`config.mk`:
```
export PLATFORM = sky130hd
export DESIGN_NAME = deser_status_ctrl_regs
export DESIGN_NICKNAME = d
export VERILOG_FILES = /design/src/core/deser_pkg.sv /design/src/core/ref_clock_checker.sv /design/src/core/parity_limit_counter.sv /design/src/core/deser_status_ctrl_regs.sv
export VERILOG_INCLUDE_DIRS = /design/src /design/src/core
export SDC_FILE = /design/constraint.sdc
export NUM_CORES = 1
export LEC_CHECK = 0
export ABC_AREA = 1
export BUFFER_PORTS_ARGS = -buffer_cell sky130_fd_sc_hd__buf_2
export CAP_MARGIN = 20
export CORE_MARGIN = 3
export CORE_UTILIZATION = 62
export DETAILED_ROUTE_END_ITERATION = 8
export PLACE_DENSITY = 0.81
export SLEW_MARGIN = 40
export SYNTH_ARGS = -nofsm -noshare
export SYNTH_HDL_FRONTEND = slang
export SYNTH_SLANG_ARGS = --single-unit
```
`constraint.sdc`:
```
create_clock -name clk_in -period 4.2 [get_ports clk_in]
set_input_delay 0.42 -clock clk_in [delete_from_list [all_inputs] [get_ports clk_in]]
set_output_delay 0.42 -clock clk_in [all_outputs]
set_load 0.02 [all_outputs]
```
`src/core/deser_params.svh`:
```
// constants for the deserializer status and control register bank
`ifndef DESER_PARAMS_SVH
`define DESER_PARAMS_SVH

// ****************************************
// register offsets
// ****************************************
`define OFS_DEVICE_STATUS    8'h04
`define OFS_PARITY_LIMIT_HI  8'h05
`define OFS_PARITY_LIMIT_LO  8'h06
`define OFS_TIMEOUT_CFG      8'h07
`define OFS_LOCAL_PORT_CFG   8'h08
`define OFS_IRQ_STATUS       8'h10
`define OFS_IRQ_MASK         8'h11

// ****************************************
// reset values
// ****************************************
`define RST_DEVICE_STATUS    8'hc0
`define RST_PARITY_LIMIT_HI  8'h01
`define RST_PARITY_LIMIT_LO  8'h00
`define RST_TIMEOUT_CFG      8'hfe
`define RST_LOCAL_PORT_CFG   8'h1c
`define RST_IRQ_MASK         4'h0

// ****************************************
// field positions
// ****************************************
`define BIT_CKSUM_OK         7
`define BIT_INIT_DONE        6
`define BIT_REF_OK           4
`define BIT_TIMEOUT_OFF      0
`define BIT_REMOTE_BLOCK     7
`define IRQ_TIMEOUT          0
`define IRQ_REMOTE_REJECT    1
`define IRQ_PARITY           2
`define IRQ_INIT_DONE        3

// ****************************************
// timing
// ****************************************
`define CLK_HZ               10000000
`define CLK_PERIOD_NS        100
`define TIMEOUT_UNIT_MS      2
`define TIMEOUT_TICK_CYCLES  (`TIMEOUT_UNIT_MS * (`CLK_HZ / 1000))
`define SDA_HOLD_UNIT_NS     50
`define GLITCH_UNIT_NS       5
`define REF_WINDOW_NS        16000
`define REF_WINDOW_CYCLES    (`REF_WINDOW_NS / `CLK_PERIOD_NS)
`define REF_PRESCALE         16
`define REF_MIN_MHZ          12
`define REF_MAX_MHZ          64
`define RX_PORTS             4

`endif

```
`src/core/deser_pkg.sv`:
```
// types shared by the register bank and its helpers
package deser_pkg;

	// ****************************************
	// request carriers
	// ****************************************
	typedef struct packed {
		logic       wr;
		logic       rd;
		logic [7:0] addr;
		logic [7:0] wdata;
	} host_req_t;

	typedef struct packed {
		logic       wr;
		logic [7:0] addr;
		logic [7:0] wdata;
	} remote_req_t;

	typedef enum logic [1:0] {INIT_READY, INIT_LOAD, INIT_WAIT} init_state_t;

	// ****************************************
	// module state
	// ****************************************
	typedef struct packed {
		logic [7:0]  limit_hi;
		logic [7:0]  limit_lo;
		logic [6:0]  wd_time;
		logic        wd_off;
		logic        remote_block;
		logic [2:0]  sda_hold;
		logic [3:0]  glitch_depth;
		logic        cksum_ok;
		logic        init_done;
		init_state_t init_state;
		logic        fuse_start;
		logic [7:0]  rdata;
		logic [3:0]  irq_sts;
		logic [3:0]  irq_mask;
		logic        irq;
		logic        wd_run;
		logic [6:0]  wd_cnt;
		logic [31:0] tick_cnt;
		logic        timeout;
		logic        reject;
		logic        target_go;
		logic [3:0]  flag_prev;
	} regs_state_t;

	typedef struct packed {
		logic [15:0] cnt;
		logic        flag;
	} parity_lane_t;

	typedef struct packed {
		logic       prev;
		logic [7:0] win;
		logic [7:0] edges;
		logic       ok;
	} ref_state_t;

endpackage

```
`src/core/ref_clock_checker.sv`:
```
// reference clock frequency window check
`timescale 1ns/1ps
`default_nettype none
`include "deser_params.svh"

module ref_clock_checker (
	input  wire logic clk_in,
	input  wire logic srst_in,
	input  wire logic ref_div_in,
	output logic      ref_ok_out
);
	import deser_pkg::*;

	localparam logic [7:0] WIN_LAST = 8'(`REF_WINDOW_CYCLES - 1);
	localparam logic [7:0] MIN_EDGES = 8'(`REF_MIN_MHZ);
	localparam logic [7:0] MAX_EDGES = 8'(`REF_MAX_MHZ);

	ref_state_t s_q;
	ref_state_t s_d;

	// ****************************************
	// edge count per window
	// ****************************************
	// the pin is prescaled so the window edge count equals the rate in MHz
	always_comb begin
		s_d = s_q;
		s_d.prev = ref_div_in;
		if (ref_div_in && !s_q.prev && s_q.edges != 8'hff) begin
			s_d.edges = s_q.edges + 8'h01;
		end
		if (s_q.win == WIN_LAST) begin
			s_d.win = 8'h00;
			s_d.edges = 8'h00;
			s_d.ok = (s_q.edges >= MIN_EDGES) && (s_q.edges <= MAX_EDGES);
		end else begin
			s_d.win = s_q.win + 8'h01;
		end
	end

	always_ff @(posedge clk_in) begin
		if (srst_in) begin
			s_q <= '0;
		end else begin
			s_q <= s_d;
		end
	end

	assign ref_ok_out = s_q.ok;
endmodule
`default_nettype wire

```
`src/core/parity_limit_counter.sv`:
```
// per-port parity error counters against a shared limit
`timescale 1ns/1ps
`default_nettype none
`include "deser_params.svh"

module parity_limit_counter (
	input  wire logic                   clk_in,
	input  wire logic                   srst_in,
	input  wire logic                   check_en_in,
	input  wire logic [15:0]            limit_in,
	input  wire logic [`RX_PORTS-1:0]   error_in,
	input  wire logic [`RX_PORTS-1:0]   clear_in,
	output logic      [`RX_PORTS-1:0]   flag_out
);
	import deser_pkg::*;

	parity_lane_t [`RX_PORTS-1:0] s_q;
	parity_lane_t [`RX_PORTS-1:0] s_d;

	// ****************************************
	// one saturating counter per port
	// ****************************************
	genvar g;
	generate
		for (g = 0; g < `RX_PORTS; g++) begin : lane
			// clear first so a same-cycle error still counts
			always_comb begin
				s_d[g] = s_q[g];
				if (clear_in[g]) begin
					s_d[g] = '0;
				end
				if (check_en_in && error_in[g] && s_d[g].cnt != 16'hffff) begin
					s_d[g].cnt = s_d[g].cnt + 16'h0001;
				end
				if (s_d[g].cnt >= limit_in) begin
					s_d[g].flag = 1'b1;
				end
			end
			assign flag_out[g] = s_q[g].flag;
		end
	endgenerate

	always_ff @(posedge clk_in) begin
		if (srst_in) begin
			s_q <= '0;
		end else begin
			s_q <= s_d;
		end
	end
endmodule
`default_nettype wire

```
`src/core/deser_status_ctrl_regs.sv`:
```
// status and control register bank of the deserializer hub
//
// How it works
// - checksum bit set after valid fuse load
// - init-done bit set when fuse load finishes
// - ref clock ok only within 12-64 MHz
// - per-port flag when errors reach limit
// - limit is high byte then low byte
// - watchdog ends stalled control channel transactions
// - timeout is field times 2 ms, reset 0x7F
// - disable bit stops the watchdog, resets enabled
// - remote accesses to attached targets unaffected
// - sda hold is field times 50 ns
// - glitch filter depth is field times 5 ns
// - parity counting only while checker enabled
//
// Local design decision: the strobed register port.
`timescale 1ns/1ps
`default_nettype none
`include "deser_params.svh"

module deser_status_ctrl_regs #(
	parameter int TICK_CYCLES = `TIMEOUT_TICK_CYCLES
) (
	input  wire logic                 clk_in,
	input  wire logic                 srst_in,
	input  wire deser_pkg::host_req_t host_req_in,
	output logic [7:0]                rdata_out,
	input  wire deser_pkg::remote_req_t remote_req_in,
	output logic                      remote_reject_out,
	input  wire logic                 remote_target_req_in,
	output logic                      remote_target_go_out,
	input  wire logic                 rom_reload_in,
	output logic                      fuse_load_start_out,
	input  wire logic                 fuse_load_done_in,
	input  wire logic                 fuse_cksum_valid_in,
	input  wire logic                 ref_clock_div_in,
	input  wire logic                 parity_check_en_in,
	input  wire logic [`RX_PORTS-1:0] parity_error_in,
	input  wire logic [`RX_PORTS-1:0] parity_flag_clear_in,
	output logic [`RX_PORTS-1:0]      parity_flag_out,
	input  wire logic                 txn_start_in,
	input  wire logic                 txn_done_in,
	output logic                      txn_timeout_out,
	output logic [2:0]                sda_hold_out,
	output logic [3:0]                glitch_depth_out,
	output logic                      irq_out
);
	import deser_pkg::*;

	// ****************************************
	// register map
	// ****************************************
	// 0x04 device status, read only:
	//   bit 7 fuse checksum good after last load
	//   bit 6 initialisation finished
	//   bit 4 reference clock within range
	//   other bits read zero
	// 0x05 parity limit, upper byte
	// 0x06 parity limit, lower byte
	// 0x07 control channel timeout:
	//   bits 7..1 timeout in 2 ms steps
	//   bit 0 watchdog off when set
	// 0x08 local serial port:
	//   bit 7 refuse remote local writes
	//   bits 6..4 sda hold code
	//   bits 3..0 glitch filter code
	// 0x10 event status, cleared by read
	// 0x11 event mask, same layout
	// unmapped reads return zero
	// writes to read-only offsets are dropped

	// ****************************************
	// event bits
	// ****************************************
	// bit 0 watchdog expired
	// bit 1 remote write refused
	// bit 2 a parity flag rose
	// bit 3 fuse reload finished
	// a read clears the word, but an event in
	// the same cycle stays set so none is lost
	// irq follows status and mask

	// ****************************************
	// watchdog timing
	// ****************************************
	// a start loads the field and clears the tick
	// counter; each full tick takes one step off
	// the count, and the last step raises the
	// timeout pulse, so expiry lands field ticks
	// after the start is taken
	// done, the off bit or a new start end a run;
	// a new start always reloads from the field
	// the tick counter is wide so a much faster
	// clock still fits without a prescaler

	// ****************************************
	// reset and reload
	// ****************************************
	// reset leaves the status bits set, as if the
	// power-up load had already passed; only a
	// reload request drops them until the loader
	// reports done, so software can poll bit 6
	// the loader's checksum line is read only
	// beside its done strobe, never on its own

	// ****************************************
	// remote path
	// ****************************************
	// control channel writes use the same decode
	// as the host port; the block bit and a host
	// write in the same cycle both refuse them
	// refusals pulse for one cycle and set bit 1
	// accesses to attached targets never see it

	// ****************************************
	// limitations
	// ****************************************
	// the hold and filter codes are only exported;
	// at a 100 ns clock no such delay can be made
	// here, so the pad logic applies them
	// the reference pin arrives divided by 16,
	// which keeps a 64 MHz input countable
	// a zero timeout field is unsupported and
	// simply expires on the first tick

	// hold and filter units, for whoever turns the codes into delays
	localparam int SDA_HOLD_NS_PER_STEP = `SDA_HOLD_UNIT_NS;
	localparam int GLITCH_NS_PER_STEP   = `GLITCH_UNIT_NS;

	regs_state_t s_q;
	regs_state_t s_d;
	logic        ref_ok;
	logic [15:0] parity_limit;

	// ****************************************
	// helpers
	// ****************************************
	// the limit spans two byte registers
	assign parity_limit = {s_q.limit_hi, s_q.limit_lo};

	ref_clock_checker u_ref (
		.clk_in     (clk_in),
		.srst_in    (srst_in),
		.ref_div_in (ref_clock_div_in),
		.ref_ok_out (ref_ok)
	);

	parity_limit_counter u_par (
		.clk_in      (clk_in),
		.srst_in     (srst_in),
		.check_en_in (parity_check_en_in),
		.limit_in    (parity_limit),
		.error_in    (parity_error_in),
		.clear_in    (parity_flag_clear_in),
		.flag_out    (parity_flag_out)
	);

	// ****************************************
	// register write decode
	// ****************************************
	// shared by the local port and the control channel path
	function automatic regs_state_t apply_write(input regs_state_t s, input logic [7:0] a, input logic [7:0] d);
		regs_state_t r;
		r = s;
		case (a)
			`OFS_PARITY_LIMIT_HI: begin
				r.limit_hi = d;
			end
			`OFS_PARITY_LIMIT_LO: begin
				r.limit_lo = d;
			end
			`OFS_TIMEOUT_CFG: begin
				r.wd_time = d[7:1];
				r.wd_off  = d[`BIT_TIMEOUT_OFF];
			end
			`OFS_LOCAL_PORT_CFG: begin
				r.remote_block = d[`BIT_REMOTE_BLOCK];
				r.sda_hold     = d[6:4];
				r.glitch_depth = d[3:0];
			end
			`OFS_IRQ_MASK: begin
				r.irq_mask = d[3:0];
			end
			default: begin
			end
		endcase
		return r;
	endfunction

	// ****************************************
	// next state
	// ****************************************
	always_comb begin
		s_d = s_q;
		s_d.fuse_start = 1'b0;
		s_d.timeout    = 1'b0;
		s_d.reject     = 1'b0;
		s_d.rdata      = 8'h00;
		s_d.flag_prev  = parity_flag_out;

		// remote target traffic passes whatever the block bit says
		s_d.target_go = remote_target_req_in;

		// register writes; a local write wins a same-cycle remote one
		if (host_req_in.wr) begin
			s_d = apply_write(s_d, host_req_in.addr, host_req_in.wdata);
		end
		if (remote_req_in.wr) begin
			if (s_q.remote_block || host_req_in.wr) begin
				s_d.reject = 1'b1;
			end else begin
				s_d = apply_write(s_d, remote_req_in.addr, remote_req_in.wdata);
			end
		end

		// read data, valid in the cycle after the strobe
		if (host_req_in.rd) begin
			case (host_req_in.addr)
				`OFS_DEVICE_STATUS: begin
					s_d.rdata = {s_q.cksum_ok, s_q.init_done, 1'b0, ref_ok, 4'h0};
				end
				`OFS_PARITY_LIMIT_HI: begin
					s_d.rdata = s_q.limit_hi;
				end
				`OFS_PARITY_LIMIT_LO: begin
					s_d.rdata = s_q.limit_lo;
				end
				`OFS_TIMEOUT_CFG: begin
					s_d.rdata = {s_q.wd_time, s_q.wd_off};
				end
				`OFS_LOCAL_PORT_CFG: begin
					s_d.rdata = {s_q.remote_block, s_q.sda_hold, s_q.glitch_depth};
				end
				`OFS_IRQ_STATUS: begin
					s_d.rdata = {4'h0, s_q.irq_sts};
					s_d.irq_sts = 4'h0;
				end
				`OFS_IRQ_MASK: begin
					s_d.rdata = {4'h0, s_q.irq_mask};
				end
				default: begin
					s_d.rdata = 8'h00;
				end
			endcase
		end

		// fuse reload sequence; status bits drop until the load ends
		case (s_q.init_state)
			INIT_READY: begin
				if (rom_reload_in) begin
					s_d.init_done  = 1'b0;
					s_d.cksum_ok   = 1'b0;
					s_d.fuse_start = 1'b1;
					s_d.init_state = INIT_LOAD;
				end
			end
			INIT_LOAD: begin
				s_d.init_state = INIT_WAIT;
			end
			INIT_WAIT: begin
				if (fuse_load_done_in) begin
					s_d.init_done  = 1'b1;
					s_d.cksum_ok   = fuse_cksum_valid_in;
					s_d.init_state = INIT_READY;
					s_d.irq_sts[`IRQ_INIT_DONE] = 1'b1;
				end
			end
			default: begin
				s_d.init_state = INIT_READY;
			end
		endcase

		// control channel watchdog, one 2 ms tick per unit of the field
		if (txn_start_in) begin
			s_d.wd_run   = !s_q.wd_off;
			s_d.wd_cnt   = s_q.wd_time;
			s_d.tick_cnt = 32'h0000_0000;
		end else if (s_q.wd_run) begin
			if (txn_done_in || s_q.wd_off) begin
				s_d.wd_run = 1'b0;
			end else if (s_q.tick_cnt == 32'(TICK_CYCLES - 1)) begin
				s_d.tick_cnt = 32'h0000_0000;
				// a zero field is unsupported; it expires on the first tick
				if (s_q.wd_cnt <= 7'h01) begin
					s_d.wd_run  = 1'b0;
					s_d.timeout = 1'b1;
					s_d.irq_sts[`IRQ_TIMEOUT] = 1'b1;
				end else begin
					s_d.wd_cnt = s_q.wd_cnt - 7'h01;
				end
			end else begin
				s_d.tick_cnt = s_q.tick_cnt + 32'h0000_0001;
			end
		end

		// sticky events; placed after the read clear so a set wins
		if (s_d.reject) begin
			s_d.irq_sts[`IRQ_REMOTE_REJECT] = 1'b1;
		end
		if (|(parity_flag_out & ~s_q.flag_prev)) begin
			s_d.irq_sts[`IRQ_PARITY] = 1'b1;
		end
		s_d.irq = |(s_d.irq_sts & s_d.irq_mask);
	end

	// ****************************************
	// state register
	// ****************************************
	always_ff @(posedge clk_in) begin
		if (srst_in) begin
			s_q              <= '0;
			s_q.limit_hi     <= `RST_PARITY_LIMIT_HI;
			s_q.limit_lo     <= `RST_PARITY_LIMIT_LO;
			s_q.wd_time      <= 7'(`RST_TIMEOUT_CFG >> 1);
			s_q.wd_off       <= 1'(`RST_TIMEOUT_CFG);
			s_q.remote_block <= 1'(`RST_LOCAL_PORT_CFG >> 7);
			s_q.sda_hold     <= 3'(`RST_LOCAL_PORT_CFG >> 4);
			s_q.glitch_depth <= 4'(`RST_LOCAL_PORT_CFG);
			s_q.cksum_ok     <= 1'(`RST_DEVICE_STATUS >> 7);
			s_q.init_done    <= 1'(`RST_DEVICE_STATUS >> 6);
			s_q.irq_mask     <= `RST_IRQ_MASK;
			s_q.init_state   <= INIT_READY;
		end else begin
			s_q <= s_d;
		end
	end

	// ****************************************
	// outputs, all straight from flops
	// ****************************************
	// host bus side
	assign rdata_out            = s_q.rdata;

	// control channel side
	assign remote_reject_out    = s_q.reject;
	assign remote_target_go_out = s_q.target_go;

	// fuse loader side
	assign fuse_load_start_out  = s_q.fuse_start;

	// watchdog expiry pulse
	assign txn_timeout_out      = s_q.timeout;

	// pad settings, codes only
	assign sda_hold_out         = s_q.sda_hold;
	assign glitch_depth_out     = s_q.glitch_depth;

	// level interrupt
	assign irq_out              = s_q.irq;
endmodule
`default_nettype wire

```
==> summary.txt <==
Outcome
  • Status: completed

Worst setup path
  • Worst setup EP type: register
  • Reg2Reg Launch Point: u_par.s_q[35]
  • Reg2Reg Depth: 21
  • CP required: 4.54 ns
  • Worst Setup SP: u_par.s_q[35]
  • CP endpoint: u_par.flag_out[2]
  • Arrival time at the worst endpoint: 3.48 ns
  • Most frequent CP cell: nand2_1
  • Worst R2R Setup Slack: 1.05 ns
  • Capturing point of the worst reg2reg path: u_par.flag_out[2]
  • CP max-delay cell: dfxtp_1
  • Worst path cell trace: inv_1 -> nor2_1 -> ha_1 -> nand3_1 -> nor2_2 -> nand3_1 -> nand2_2 -> inv_2 -> o21ai_1 -> inv_1 -> ha_1 -> nand2_1 -> inv_1 -> nand2_1 -> nand2_1 -> nand2_1 -> nand2_1 -> nand2_1 -> o2111ai_1 -> nand2_1 -> inv_1
  • Crit start category: register
  • CP peak stage delay: 0.34 ns
  • CP max FO: 23
  • Worst setup path class: reg2reg

Placed design
  • Place WS: 0.7118 ns
  • GP Congestion: 0.9648
  • IO Port Bufs: 76
  • DP Cell Count: 2339
  • Placed cell area: 0.01323 mm²
  • Post-DP HPWL: 26160 µm

Worst hold path
  • Worst hold path type: in2reg
  • Hold Path Origin: remote_target_req_in

STA
  • Fmax: 318.0 MHz
  • Final setup vio count: 0
  • Final max-slew violation count: 0
  • RSZ-0062 raised after global routing: no
  • Worst setup slack after layout: 1.055 ns
  • Clock period minus worst slack: 3.145 ns
  • Max Clock Skew: 0.01170 ns
  • Hold Fails Final Rpt: 0
  • Slew headroom: 49.88%
  • Setup TNS: 0 ns
  • Crit share post-route: 74.88%
  • Slew @ Worst Pin: 0.7518 ns

Power
  • Maximum vdd drop: 268.3 µV
  • Pwr Density: 296.4 mW/mm²
  • Leakage power: 6.605 nW

Die
  • Die Height: 150.0 µm
  • Die area: 0.02251 mm²
  • Die Width: 150.0 µm
  • Core Region: 0.02030 mm²
  • Num ports: 77
  • Rows: 52
  • Initial core utilization: 63.37%

Flow run
  • Max Cap Violations: 0

Clocking
  • CTS hold repair buffers: 0
  • CTS tree: done
  • Post-cts gate resize count: 0
  • Clock slew at reported path FFs: 0.07 ns
  • CTS root buffer: clkbuf_16
  • Max Root-Sink Buffers: 2
  • # H-tree levels: 4
  • Post-CTS Setup Inserts: 0
  • Clock Sink Count: 187
  • Clk_lat worst skew: 0.44 ns
  • Cts bufs inserted: 17

Global routing
  • First-pass GRT wire length: 56930 µm
  • Global Route Usage Sum: 31.22%
  • Number of global-route vias before repair: 12090
  • Largest net degree at the start of global routing: 67
  • Initial antenna violation count: 1
  • GR Overflow Total: 0

Routing
  • Drt total wl: 34880 µm
  • DRC violations left: 0
  • ANT nets after route: 0
  • DR vias: 12980
  • Initial DRC Count: 1112
  • 1st-pass router iterations: 6
  • Vias/cell: 5.473
  • Wire length per cell: 14.71 µm

Synthesis
  • Area share of the largest cell type after synthesis: 29.10%
  • Netlist cell types: 50
  • Synth top cells by count: 501 x nand2_1, 332 x inv_1, 312 x nor2_1
  • Post-synth EDFFs: 0
  • Register area share after synthesis: 29.10%
  • Yosys reg bits: 187
  • Syn avg cell area: 6.272 µm²
  • Most frequent cell after synthesis: nand2_1
  • Post-synthesis async set-or-reset flop share: 0%
  • Post-synth top area cell: dfxtp_1
  • Synth Cell Area: 0.01286 mm²
  • Synth warn: 0
  • Top_reg_cell synth: dfxtp_1
  • Ranking of synthesized cells by area: dfxtp_1 29%, nand2_1 15%, inv_1 9.7%, nor2_1 9.1%, ha_1 7.2%
  • Cells after Synth: 2051
  • Syn Nets: 2178

Final layout
  • Synth-to-layout area growth: 7.616%
  • Finished Cell Area: 0.01384 mm²
  • Share of cells above drive strength 1: 8.187%
  • Fin nets: 2215
  • Post-Layout Cell Count: 2371
  • Core Util, Final: 68.20%
  • Antenna cells: 0
[how the worst min path moves through the flow]
stage,end,slack (ns),cells after the start
finish,remote_target_go_out,0.19,3
global route,remote_target_go_out,0.19,3
CTS,remote_target_go_out,0.18,3
detailed placement,u_ref.s_q[9],0.44,1
global placement,u_ref.s_q[9],0.43,1
floorplan,u_ref.s_q[9],0.42,1
[critical path: cells and delay by family, from the launching register on]
kind                       cells  cell delay (ns)
AOI/OAI and AO/OA              2             0.33
adders and majority gates      2             0.56
buffers and inverters          5             0.42
DFF                            1             0.34
and+or+nand+nor               12             1.37
[layout by cell type (no fill, tap or decap), types with 5 or more instances in the layout]
cell	instances
a21oi_1	78
o211ai_1	22
nor2_1	311
or2_2	5
nor2_2	18
nand3b_1	7
dfxtp_1	187
nand3_1	125
inv_2	10
xor2_1	40
o21ai_2	5
inv_1	332
clkbuf_16	17
o22ai_1	14
nand2_1	501
ha_1	74
o2111ai_1	5
o21a_1	8
nor3_1	55
nor2_4	6
o21ai_0	67
nand4_1	41
xnor2_1	8
o21bai_1	13
buf_2	75
nand2_2	6
o21ai_1	19
[cell type report]
type	count	area (µm²)
Timing Repair Buffer	79	405.4
Fill cell	1852	6456
Tap cell	270	337.8
Clock inverter	12	161.4
Clock buffer	20	446.7
Inverter	346	1303
Multi-Input combinational cell	1457	7446
Sequential cell	187	3744
[cells by family (layout without fill, tap and decap cells)]
logic type | after synthesis | in the layout | synth area share, %
simple gates | 1095 | 1095 | 36.39
xor+xnor | 48 | 48 | 3.268
compound gates | 240 | 240 | 10.97
buf+inv | 407 | 457 | 13.07
flops | 187 | 187 | 29.10
fa+ha+maj | 74 | 74 | 7.198
[through the flow]
| step | hold WS, ns | power, W |
|---|---|---|
| finish | 0.1869 | 0.004104 |
| detailed placement | 0.4361 | 0.002432 |
| floorplan | 0.4176 | 0.002288 |
| global route | 0.1868 | 0.004277 |
| global placement | 0.4327 | 0.002412 |
| CTS | 0.1771 | 0.004108 |
[metal layers]
layer	up-vias	share of wire, %	GRT usage (%)
met2	517	46	51.07
li1	6558	-	-
met4	2	3.4	11.44
met3	92	7.7	5.663
met5	-	0.037	0
met1	5808	43	41.26
[power breakdown]
group	leakage (nW)	total, W	switching (W)	internal, W
Combinational	4.79	0.000549	0.000370	0.000179
Clock	0.293	0.00170	0.000735	0.000962
Sequential	1.52	0.00186	0.0000319	0.00183
Total	6.60	0.00410	0.00114	0.00297
Power figures use the tool's default switching activity.
